--- src/pkg/vrm_regs.svh ---
// offsets, field positions, reset values and timing counts of the matrix slave
// and its controller; included by bare name, definitions only
`ifndef VRM_REGS_SVH
`define VRM_REGS_SVH

`define VRM_CLK_HZ           40000000
// a16 window: logical address << 6 | c000
`define VRM_A16_TOP          2'b11
`define VRM_OFF_ID           5'h00
`define VRM_OFF_DEVTYPE      5'h01
`define VRM_OFF_STATCTL      5'h02
`define VRM_OFF_OFFSET       5'h03
`define VRM_OFF_MATCTL       5'h1f
// id register fields; manufacturer code value is arbitrary
`define VRM_CLASS_REG        2'b11
`define VRM_SPACE_A16_A24    2'b00
`define VRM_MFR_ID           12'h5a5
// device type fields; model code value is arbitrary
`define VRM_MEM_64K_A24      4'h7
`define VRM_MODEL_CODE       12'h3c3
// status/control bits
`define VRM_SC_A24EN         15
`define VRM_LA_DYNAMIC       8'hff
`define VRM_LA_RESERVED      8'h00
// a24 relay registers (offset within 64 kbyte window)
`define VRM_A24_MAT0         16'h8000
`define VRM_A24_MAT1         16'h8004
`define VRM_IRQ_NONE         3'h0
// bus activity lamp stretch, in microseconds
`define VRM_LED_US           1000
`define VRM_LED_CYCLES       ((`VRM_LED_US * (`VRM_CLK_HZ / 1000000)))
// controller registers (avalon word index)
`define VRM_AV_ADDR          3'h0
`define VRM_AV_WDATA         3'h1
`define VRM_AV_CTRL          3'h2
`define VRM_AV_STATUS        3'h3
`define VRM_AV_RDATA         3'h4
`define VRM_CT_GO            0
`define VRM_CT_WE            1
`define VRM_CT_A24           2
`define VRM_CT_LWORD         3
`define VRM_ST_BUSY          0
`define VRM_ST_DONE          1
`define VRM_ST_TMO           2
// bus cycle timeout, in nanoseconds
`define VRM_TMO_NS           10000
`define VRM_TMO_CYCLES       ((`VRM_TMO_NS / 25))

`endif

--- src/pkg/vrm_pkg.sv ---
// types shared by the matrix slave and its controller
// assumes nothing beyond the regs header
`default_nettype none
package vrm_pkg;
  typedef enum logic [0:0] {
    VRM_IDLE  = 1'b0,
    VRM_CYCLE = 1'b1
  } vrm_state_e;
  typedef logic [3:0] vrm_onehot_t;  // one relay channel, one bit per path
endpackage
`default_nettype wire

--- src/pkg/vrm_bus_if.sv ---
// backplane bus between controller and matrix slave
// one clock shared by both ends; the bench instantiates and joins them
`default_nettype none
interface vrm_bus_if;
  logic        stb;
  logic        a24;
  logic [23:0] addr;
  logic        we;
  logic        lword;
  logic [31:0] wdata;
  logic [31:0] rdata;
  logic        ack;
  modport dev (input stb, input a24, input addr, input we, input lword, input wdata,
               output rdata, output ack);
  modport ctl (output stb, output a24, output addr, output we, output lword,
               output wdata, input rdata, input ack);
endinterface
`default_nettype wire

--- src/logic/vrm_slave.sv ---
// register-based matrix slave: a16 config registers, a24 relay registers,
// relay drive with break-before-make. assumes bus master on the same clock,
// switches and option strap are asynchronous pins.
//
// How it works
// - each channel drives at most one path
// - eight channels per matrix, a and b sides
// - up to eight pairings closed together
// - second matrix independent, when fitted
// - switch address 1 to ff, zero unused
// - switch ff selects dynamic configuration
// - static address ignores writes from manager
// - dynamic address adopts manager's written value
// - lamp pulses when addressed, else off
// - interrupt level in 3eh register bits
// - interrupt level resets to none
// - a16 space: 32 sixteen-bit registers
// - only five registers implemented
// - only manager writes configuration registers
// - a16 accepts sixteen-bit transfers only
// - a24 accepts sixteen and 32-bit transfers
// - config in a16, relays in a24
// - a16 base is address shl 6 or c000
// - register control only, no word serial
// - a24 base from offset register top byte
// - a24 window spans 64 kbytes
//
// The implementer's own choices: the register offsets and the Avalon-MM register port.
`default_nettype none
`include "vrm_regs.svh"
module vrm_slave
  import vrm_pkg::*;
#(
  parameter int unsigned LED_CYCLES = `VRM_LED_CYCLES
) (
  input  wire logic        clk,
  input  wire logic        sys_rst,
  vrm_bus_if.dev           bus,
  input  wire logic [3:0]  address_switch_low,
  input  wire logic [3:0]  address_switch_high,
  input  wire logic        dual_fitted,
  output logic [63:0]      relay_drive,
  output logic [2:0]       irq_level,
  output logic [7:0]       logical_addr,
  output logic             bus_led,
  output logic             power_indicator
);

  // two-flop synchronisers for the pins
  logic [8:0] pin_s1_q;
  logic [8:0] pin_s2_q;
  always_ff @(posedge clk) begin
    pin_s1_q <= {dual_fitted, address_switch_high, address_switch_low};
    pin_s2_q <= pin_s1_q;
  end

  // logical address captured after reset release
  logic       init_q;
  logic       dyn_q;
  logic       dual_q;
  logic [7:0] la_q;
  logic       take;
  logic       hit16;
  logic       hit24;
  logic [4:0] a16_idx;
  logic [15:0] off_q;
  logic        a24en_q;
  logic [1:0]  ctl_lo_q;
  logic [2:0]  irq_q;
  logic [31:0] mat_q [2];
  logic        ack_q;
  logic [31:0] rdata_q;

  assign a16_idx = bus.addr[5:1];

  always_ff @(posedge clk) begin
    if (sys_rst) begin
      init_q <= 1'b0;
      dyn_q  <= 1'b0;
      dual_q <= 1'b0;
      la_q   <= `VRM_LA_RESERVED;
    end else if (!init_q) begin
      init_q <= 1'b1;
      la_q   <= pin_s2_q[7:0];
      dyn_q  <= (pin_s2_q[7:0] == `VRM_LA_DYNAMIC);
      dual_q <= pin_s2_q[8];
    end else if (take && hit16 && bus.we && a16_idx == `VRM_OFF_ID && dyn_q) begin
      la_q <= bus.wdata[7:0];
    end
  end

  // address decode; a16 takes only 16-bit transfers
  always_comb begin
    hit16 = !bus.a24 && init_q && la_q != `VRM_LA_RESERVED && !bus.lword
            && bus.addr[15:6] == {`VRM_A16_TOP, la_q};
    hit24 = bus.a24 && a24en_q && bus.addr[23:16] == off_q[15:8];
  end

  // accept once per strobe; the ack pulse blocks a second take
  assign take = bus.stb && !ack_q && (hit16 || hit24);

  // configuration and device-dependent registers
  always_ff @(posedge clk) begin
    if (sys_rst) begin
      off_q    <= 16'h0000;
      a24en_q  <= 1'b0;
      ctl_lo_q <= 2'b00;
      irq_q    <= `VRM_IRQ_NONE;
    end else if (take && hit16 && bus.we) begin
      case (a16_idx)
        `VRM_OFF_STATCTL: begin
          a24en_q  <= a24en_q | bus.wdata[`VRM_SC_A24EN]; // stays set once set
          ctl_lo_q <= bus.wdata[1:0];
        end
        `VRM_OFF_OFFSET: off_q <= bus.wdata[15:0];
        `VRM_OFF_MATCTL: irq_q <= bus.wdata[2:0];
        default: ;
      endcase
    end
  end

  // relay selection registers, 3-bit code per channel in each nibble
  always_ff @(posedge clk) begin
    if (sys_rst) begin
      mat_q[0] <= 32'h0000_0000;
      mat_q[1] <= 32'h0000_0000;
    end else if (take && hit24 && bus.we) begin
      if ({bus.addr[15:3], 3'b000} == `VRM_A24_MAT0) begin
        if (bus.lword || !bus.addr[1]) begin
          if (bus.addr[2] == 1'b0) begin
            mat_q[0][15:0] <= bus.wdata[15:0];
          end else if (dual_q) begin
            mat_q[1][15:0] <= bus.wdata[15:0];
          end
        end
        if (bus.lword || bus.addr[1]) begin
          if (bus.addr[2] == 1'b0) begin
            mat_q[0][31:16] <= bus.lword ? bus.wdata[31:16] : bus.wdata[15:0];
          end else if (dual_q) begin
            mat_q[1][31:16] <= bus.lword ? bus.wdata[31:16] : bus.wdata[15:0];
          end
        end
      end
    end
  end

  // read mux and acknowledge, one cycle after take
  logic [31:0] rd_d;
  logic [31:0] mat_rd;
  always_comb begin
    mat_rd = bus.addr[2] ? (dual_q ? mat_q[1] : 32'h0000_0000) : mat_q[0];
    rd_d   = 32'h0000_0000;
    if (hit16) begin
      case (a16_idx)
        `VRM_OFF_ID:      rd_d = {16'h0000, `VRM_CLASS_REG, `VRM_SPACE_A16_A24, `VRM_MFR_ID};
        `VRM_OFF_DEVTYPE: rd_d = {16'h0000, `VRM_MEM_64K_A24, `VRM_MODEL_CODE};
        `VRM_OFF_STATCTL: rd_d = {16'h0000, a24en_q, 1'b1, 10'h3ff, 2'b11, ctl_lo_q};
        `VRM_OFF_OFFSET:  rd_d = {16'h0000, off_q};
        `VRM_OFF_MATCTL:  rd_d = {29'h0, irq_q};
        default:          rd_d = 32'h0000_0000;
      endcase
    end else if ({bus.addr[15:3], 3'b000} == `VRM_A24_MAT0) begin
      if (bus.lword) begin
        rd_d = mat_rd;
      end else begin
        rd_d = {16'h0000, bus.addr[1] ? mat_rd[31:16] : mat_rd[15:0]};
      end
    end
  end

  always_ff @(posedge clk) begin
    if (sys_rst) begin
      ack_q   <= 1'b0;
      rdata_q <= 32'h0000_0000;
    end else begin
      ack_q <= take;
      if (take) begin
        rdata_q <= rd_d;
      end
    end
  end

  // bus lamp stretch
  logic [$clog2(LED_CYCLES+1)-1:0] led_cnt_q;
  always_ff @(posedge clk) begin
    if (sys_rst) begin
      led_cnt_q <= '0;
    end else if (take) begin
      led_cnt_q <= ($clog2(LED_CYCLES+1))'(LED_CYCLES);
    end else if (led_cnt_q != '0) begin
      led_cnt_q <= led_cnt_q - 1'b1;
    end
  end

  // relay drive: decode code to one path, open before changing path
  genvar g;
  generate
    for (g = 0; g < 16; g++) begin : g_chan
      vrm_onehot_t want;
      vrm_onehot_t cur_q;
      logic [2:0]  code;
      assign code = mat_q[g / 8][(g % 8) * 4 +: 3];
      always_comb begin
        case (code)
          3'h1:    want = 4'h1;
          3'h2:    want = 4'h2;
          3'h3:    want = 4'h4;
          3'h4:    want = 4'h8;
          default: want = 4'h0;
        endcase
      end
      always_ff @(posedge clk) begin
        if (sys_rst) begin
          cur_q <= 4'h0;
        end else if (cur_q != 4'h0 && cur_q != want) begin
          cur_q <= 4'h0;
        end else begin
          cur_q <= want;
        end
      end
      assign relay_drive[g*4 +: 4] = cur_q;
    end
  endgenerate

  assign bus.ack         = ack_q;
  assign bus.rdata       = rdata_q;
  assign irq_level       = irq_q;
  assign logical_addr    = la_q;
  assign bus_led         = (led_cnt_q != '0);
  assign power_indicator = init_q;

endmodule // vrm_slave
`default_nettype wire

--- src/flat_wrapper.sv ---
// flat-port wrapper written by rule: the top's interface ports become plain ports
module vrm_slave_flat import vrm_pkg::*;
#(
  parameter int unsigned LED_CYCLES = `VRM_LED_CYCLES
)
  (clk, sys_rst, address_switch_low, address_switch_high, dual_fitted, relay_drive, irq_level, logical_addr, bus_led, power_indicator, bus_stb, bus_a24, bus_addr, bus_we, bus_lword, bus_wdata, bus_rdata, bus_ack);
  vrm_bus_if bus_i ();
  input  wire logic clk;
  input  wire logic sys_rst;
  input  wire logic [3:0] address_switch_low;
  input  wire logic [3:0] address_switch_high;
  input  wire logic dual_fitted;
  output logic [63:0] relay_drive;
  output logic [2:0] irq_level;
  output logic [7:0] logical_addr;
  output logic bus_led;
  output logic power_indicator;
  input wire logic [$bits(bus_i.stb)-1:0] bus_stb;
  input wire logic [$bits(bus_i.a24)-1:0] bus_a24;
  input wire logic [$bits(bus_i.addr)-1:0] bus_addr;
  input wire logic [$bits(bus_i.we)-1:0] bus_we;
  input wire logic [$bits(bus_i.lword)-1:0] bus_lword;
  input wire logic [$bits(bus_i.wdata)-1:0] bus_wdata;
  output wire logic [$bits(bus_i.rdata)-1:0] bus_rdata;
  output wire logic [$bits(bus_i.ack)-1:0] bus_ack;
  assign bus_i.stb = bus_stb;
  assign bus_i.a24 = bus_a24;
  assign bus_i.addr = bus_addr;
  assign bus_i.we = bus_we;
  assign bus_i.lword = bus_lword;
  assign bus_i.wdata = bus_wdata;
  assign bus_rdata = bus_i.rdata;
  assign bus_ack = bus_i.ack;
  vrm_slave #(.LED_CYCLES(LED_CYCLES)) u_core (.clk(clk), .sys_rst(sys_rst), .bus(bus_i), .address_switch_low(address_switch_low), .address_switch_high(address_switch_high), .dual_fitted(dual_fitted), .relay_drive(relay_drive), .irq_level(irq_level), .logical_addr(logical_addr), .bus_led(bus_led), .power_indicator(power_indicator));
endmodule
--- config.mk ---
export PLATFORM = sky130hd
export DESIGN_NAME = vrm_slave_flat
export DESIGN_NICKNAME = d
export VERILOG_FILES = /design/src/pkg/vrm_pkg.sv /design/src/pkg/vrm_bus_if.sv /design/src/logic/vrm_slave.sv /design/src/flat_wrapper.sv
export VERILOG_INCLUDE_DIRS = /design/src /design/src/pkg
export SDC_FILE = /design/constraint.sdc
export NUM_CORES = 1
export LEC_CHECK = 0
export BUFFER_PORTS_ARGS = -buffer_cell sky130_fd_sc_hd__buf_4
export CAP_MARGIN = 20
export CORE_MARGIN = 4
export CORE_UTILIZATION = 45
export DETAILED_ROUTE_END_ITERATION = 8
export PLACE_DENSITY = 0.68
export RECOVER_POWER = 50
export SLEW_MARGIN = 40
export SYNTH_ARGS = -nofsm -noshare
export SYNTH_HDL_FRONTEND = slang
export SYNTH_SLANG_ARGS = --single-unit
--- constraint.sdc ---
create_clock -name clk -period 6.15 [get_ports clk]
set_input_delay 0.3075 -clock clk [delete_from_list [all_inputs] [get_ports clk]]
set_output_delay 0.3075 -clock clk [all_outputs]
set_load 0.01 [all_outputs]
== Word level (Yosys, flattened, before mapping) ==
Memory sizes are Yosys's and may differ from the RTL's.
Index checks and enable logic that the tools add are counted.

* $add $sub $neg: 1
* Equal/unequal tests: 89
* Multiplexer cells: 58
* Bitwise gates (word level): 5
* Reductions and logical operators: 77

{| class="wikitable"
|+ Operators with widths
! cell !! number
|-
| case mux 4 bit (4 select lines) || 16
|-
| 2-to-1 mux 32 bit || 5
|-
| 2-to-1 mux 16 bit || 8
|-
| equality test 3 x 2 -> 1 bit (second input constant) || 32
|-
| case mux 16 bit (5 select lines) || 1
|-
| != test 4 bit || 16
|-
| nonzero test 4 bit || 16
|-
| equality test 3 x 1 -> 1 bit (second input constant) || 16
|-
| equality test 3 bit (second input constant) || 16
|-
| OR reduction 2 bit || 17
|-
| logical AND 1 bit || 30
|-
| 2-to-1 mux 1 bit || 26
|-
| 2-to-1 mux 8 bit || 2
|-
| nonzero test 16 bit || 1
|-
| subtractor 16 x 1 -> 16 bit (second input constant) || 1
|-
| equality test 13 bit (second input constant) || 1
|-
| equality test 10 bit || 1
|-
| equality test 5 x 2 -> 1 bit (second input constant) || 2
|-
| equality test 8 bit || 1
|-
| equality test 8 bit (second input constant) || 1
|-
| nonzero test 8 bit || 1
|-
| AND reduction 2 bit || 3
|-
| equality test 5 x 1 -> 1 bit (second input constant) || 1
|-
| equality test 5 bit (second input constant) || 1
|-
| other kinds (6) || 15
|}

* Register bits: 164
* Memory bits (writable): 64
* Output and inout port bits: 110
* Logic and storage cells: 261
* Memories kept: 1

{| class="wikitable"
|+ Memories
! memory !! depth !! width !! read ports !! clocked after memory_dff !! write ports !! line !! RTL
|-
| u_core.mat_q || 2 || 32 || 2 || 0 || 2 || vrm_slave.sv:70 || <nowiki>logic [31:0] mat_q [2];</nowiki>
|}

== Longest topological paths before layout ==
* Depth in word-level cells: 13
* Depth in mapped cells: 8

== Worst setup path after synthesis ==
Ideal clock, no wire load.

* Path kind: input -> register
* From: input bus_addr[1]
* To: memory u_core.mat_q[0][0], enable pin
* Data arrival time: 2,308 ps
* Required time: 5,739 ps
* Slack: 3,431 ps
* Cell stages on the path: 6
* Path buffers: 3
* Cells stage by stage: clkbuf_1 nor2b_1 clkbuf_1 clkbuf_1 nand3b_1 o21ai_0

{| class="wikitable"
|+ RTL lines
! item !! line !! RTL
|-
| start, declared || flat_wrapper.sv:20 || <nowiki>input wire logic [$bits(bus_i.addr)-1:0] bus_addr;</nowiki>
|-
| end, declared || vrm_slave.sv:70 ||
|}

== Final worst setup path ==
* From: input sys_rst
* To: register u_core.g_chan[1].cur_q[0]

* Longest elaborated chain between the ends: 1

{| class="wikitable"
|+ RTL lines
! item !! line !! RTL
|-
| start, declared || flat_wrapper.sv:9 || <nowiki>input wire logic sys_rst;</nowiki>
|-
| OR reduction 2 bit (no line) || - ||
|-
| end signal, assigned || vrm_slave.sv:218 || <nowiki>cur_q <= want;</nowiki>
|-
| end, declared || vrm_slave.sv:200 || <nowiki>vrm_onehot_t cur_q;</nowiki>
|}

No other way between the ends.
A chain may end at the register's enable or synchronous reset.

==> metrics.cfg <==
[drt]
dr_total_vias=9618
drc=0
drtPass1Iterations=5
drt-wirelength-per-cell_um=19.3
drt-initial-drc-count=810
antenna_left=0
drt_wl_total_um=31300
viasPerCell=5.94

[cts]
cts_hold_buf=9
cts_buffer_depth=3
post_cts_buffers=0
cts.clk_slew.worst_paths_ps=60
htree_levels=1
cts_buffers=25
ctsResizeCount=0
clkLatencyLatePin_ps=530
cts-root-buf=clkbuf_16
cts_sinks=228
cts_tree=built

[power]
ir_drop_uv=262
power.leakage_nw=4.51
finalPower_mw=3.74
power.density_nw_per_um2=292

[sta]
finalCriticalPeriod_ps=4160
maxSlewHeadroom_pct=-146
final_max_slew_viol_count=83
whs_ps=56.4
tns_ps=0
period_share_pct=67.7
fmax_mhz=240
rsz0062_at_grt=false
tightest_slew_ps=3690
skew_ps=26.2
setup_viol_count_final=0
hold_viol=0

[yosys]
ys_seq_elements=228
netlist_area_sq_um=10700
yosysUniqueCellTypes=67
synthCells=1125
synth_flop_cell=dfxtp_1
synth_warnings=0
async_flop_share_pct=0
synth_top_area_cell=dfxtp_1
synth_edf_count=64
syn-num-nets=1198
postSynthAreaPerCell_sq_um=9.52
ys_top_cells_by_area=dfxtp_1 (31%), edfxtp_1 (18%), nor2_1 (4.7%)
seq_area_frac_synth_pct=48.6
netlist.area_leader.share_pct=30.7

[global_routing]
grt_pass1_vias=9001
grt_pass1_wl_um=48800
antenna_found_initial=1
grt_max_degree=83
grt_overflow=0
grt_usage_pct=22.9

[critical_path]
arrival_ps=4360
critical-path-slowest-cell=clkbuf_1
critPathCaptureType=flip-flop
worst_ep_required_time_ps=6350
critical_path.top_delay_family=buffers and inverters
startpoint_type=input pin
crit_fanout=82
crit_chain=clkbuf_1 -> clkbuf_1 -> a2111oi_0
critPathBufInv=2
worstSetupPathType=in -> reg
path_common_cell=clkbuf_1
slowest_delay_ps=2660

[final_layout]
seq_area_sq_um=5200
nNetsFinal=1353
n_fill_cell=2220
drive_above_1_share_pct=10.5
syn2layout_area_growth_pct=19.5
post-route-util_pct=54.5
multi_input_area_sq_um=5170

[floorplan]
fp.dieH_um=162
core_sq_um=23500
io_pins=181
row_count=56
dieArea_sq_um=26300
die_width_um=162
initial_core_util_pct=45.6

[min_path]
hold_class=in -> reg

[flow_run]
maxCapViolCount=1

[place]
portBuffers=179
hpwl_um=21900
place.gp.congestion=0.859

[status]
violations=max-capacitance violations, max-slew violations
status=finished, violations left

synthesized netlist by cell type (10+ instances only):
| master | n |
|---|---|
| inv_1 | 16 |
| nor2_1 | 134 |
| o211ai_1 | 12 |
| xnor2_1 | 19 |
| a22oi_1 | 17 |
| nand3b_1 | 11 |
| clkbuf_1 | 64 |
| a211oi_1 | 47 |
| nor4_1 | 14 |
| a21oi_1 | 63 |
| edfxtp_1 | 64 |
| xor2_1 | 10 |
| nand4_1 | 12 |
| dfxtp_1 | 164 |
| o22ai_1 | 12 |
| a221oi_1 | 16 |
| nand2b_1 | 20 |
| o21bai_1 | 15 |
| o21ai_0 | 50 |
| nand3_1 | 46 |
| nor3b_1 | 31 |
| or4_1 | 18 |
| a2111oi_0 | 10 |
| nor3_1 | 44 |
| and2_1 | 19 |
| and3_1 | 14 |
| mux2i_1 | 48 |
| nand2_1 | 24 |
| nor2b_1 | 19 |
| nor4b_1 | 12 |
through the flow:
stage	setup slack, ps	cell area, sq um	instances
floorplan	3430	10700	1125
global placement	3220	12300	1561
detailed placement	3450	12300	1561
CTS	3360	13200	1616
global route	1640	12800	1619
finish	1990	12800	1619
tightest hold or removal path, stage by stage:
cell and delay, ps:
buf_4 100, mux2i_1 70, nor2_1 80
cells in the final DEF (no fill, tap or decap), drive strengths merged, types with 12 or more instances in the layout:
master / count
xnor2: 19
nor4b: 12
nand2b: 20
a211oi: 47
nor2b: 19
mux2i: 48
dfxtp: 164
edfxtp: 64
o21ai: 50
nor3b: 31
o21bai: 15
nor3: 46
nand2: 24
or4: 18
nand3: 46
buf: 71
and2: 19
and3: 14
a21oi: 63
a221oi: 16
o22ai: 12
nor4: 18
clkbuf: 154
a22oi: 17
nor2: 134
inv: 19
o211ai: 13
nand4: 13
registers in the layout, indices dropped and copies added, names as in the netlist, 3 cells and up:
signal and flops:
u_core.bus.rdata 32, u_core.g_chan.cur_q 64, u_core.irq_level 3, u_core.led_cnt_q 16, u_core.logical_addr 8, u_core.mat_q 64
u_core.off_q 16, u_core.pin_s1_q 9, u_core.pin_s2_q 9
power breakdown:
part / switching, mW / internal (mW) / leakage, nW
combinational: 0.311 / 0.217 / 2.11
sequential: 0.0803 / 1.62 / 2.00
clock: 0.614 / 0.900 / 0.408
total: 1.01 / 2.73 / 4.51
cell families after synthesis:
group / share of synthesized area [%]
AO/OA/AOI/OAI: 18.4
flip-flops: 48.6
multiplexers: 4.59
XOR/XNOR: 2.37
AND/OR/NAND/NOR: 22.5
buffers and inverters: 3.30
adder cells (fa/ha/maj): 0.234
final cells by class:
cell class | count | area share [%]
antenna | 1 | 0.0196
timing repair buffer | 201 | 8.68
tap | 319 | 3.12
multi-input combinational | 806 | 40.4
inverter | 18 | 0.528
clock inverter | 13 | 1.02
sequential | 228 | 40.7
clock buffer | 33 | 5.55
metal layers:
layer,part of all wire [%],vias to the layer above,global-route usage [%]
met1,43,4604,31.1
met5,0,-,0
met4,2.5,0,6.07
li1,-,4567,-
met2,47,387,37.4
met3,7.9,60,4.77
final timing paths:
check | cells past startpoint | end | slack [ps] | startpoint
setup / recovery | 3 | u_core.g_chan[1].cur_q[0] | 1990 | sys_rst
setup reg to reg | 5 | u_core.bus.rdata[12] | 3220 | u_core.power_indicator
hold / removal | 3 | u_core.off_q[11] | 60 | bus_wdata[11]
hold reg to reg | 0 | u_core.pin_s2_q[2] | 330 | u_core.pin_s1_q[2]
No activity file was read; power rests on OpenSTA's default activity.
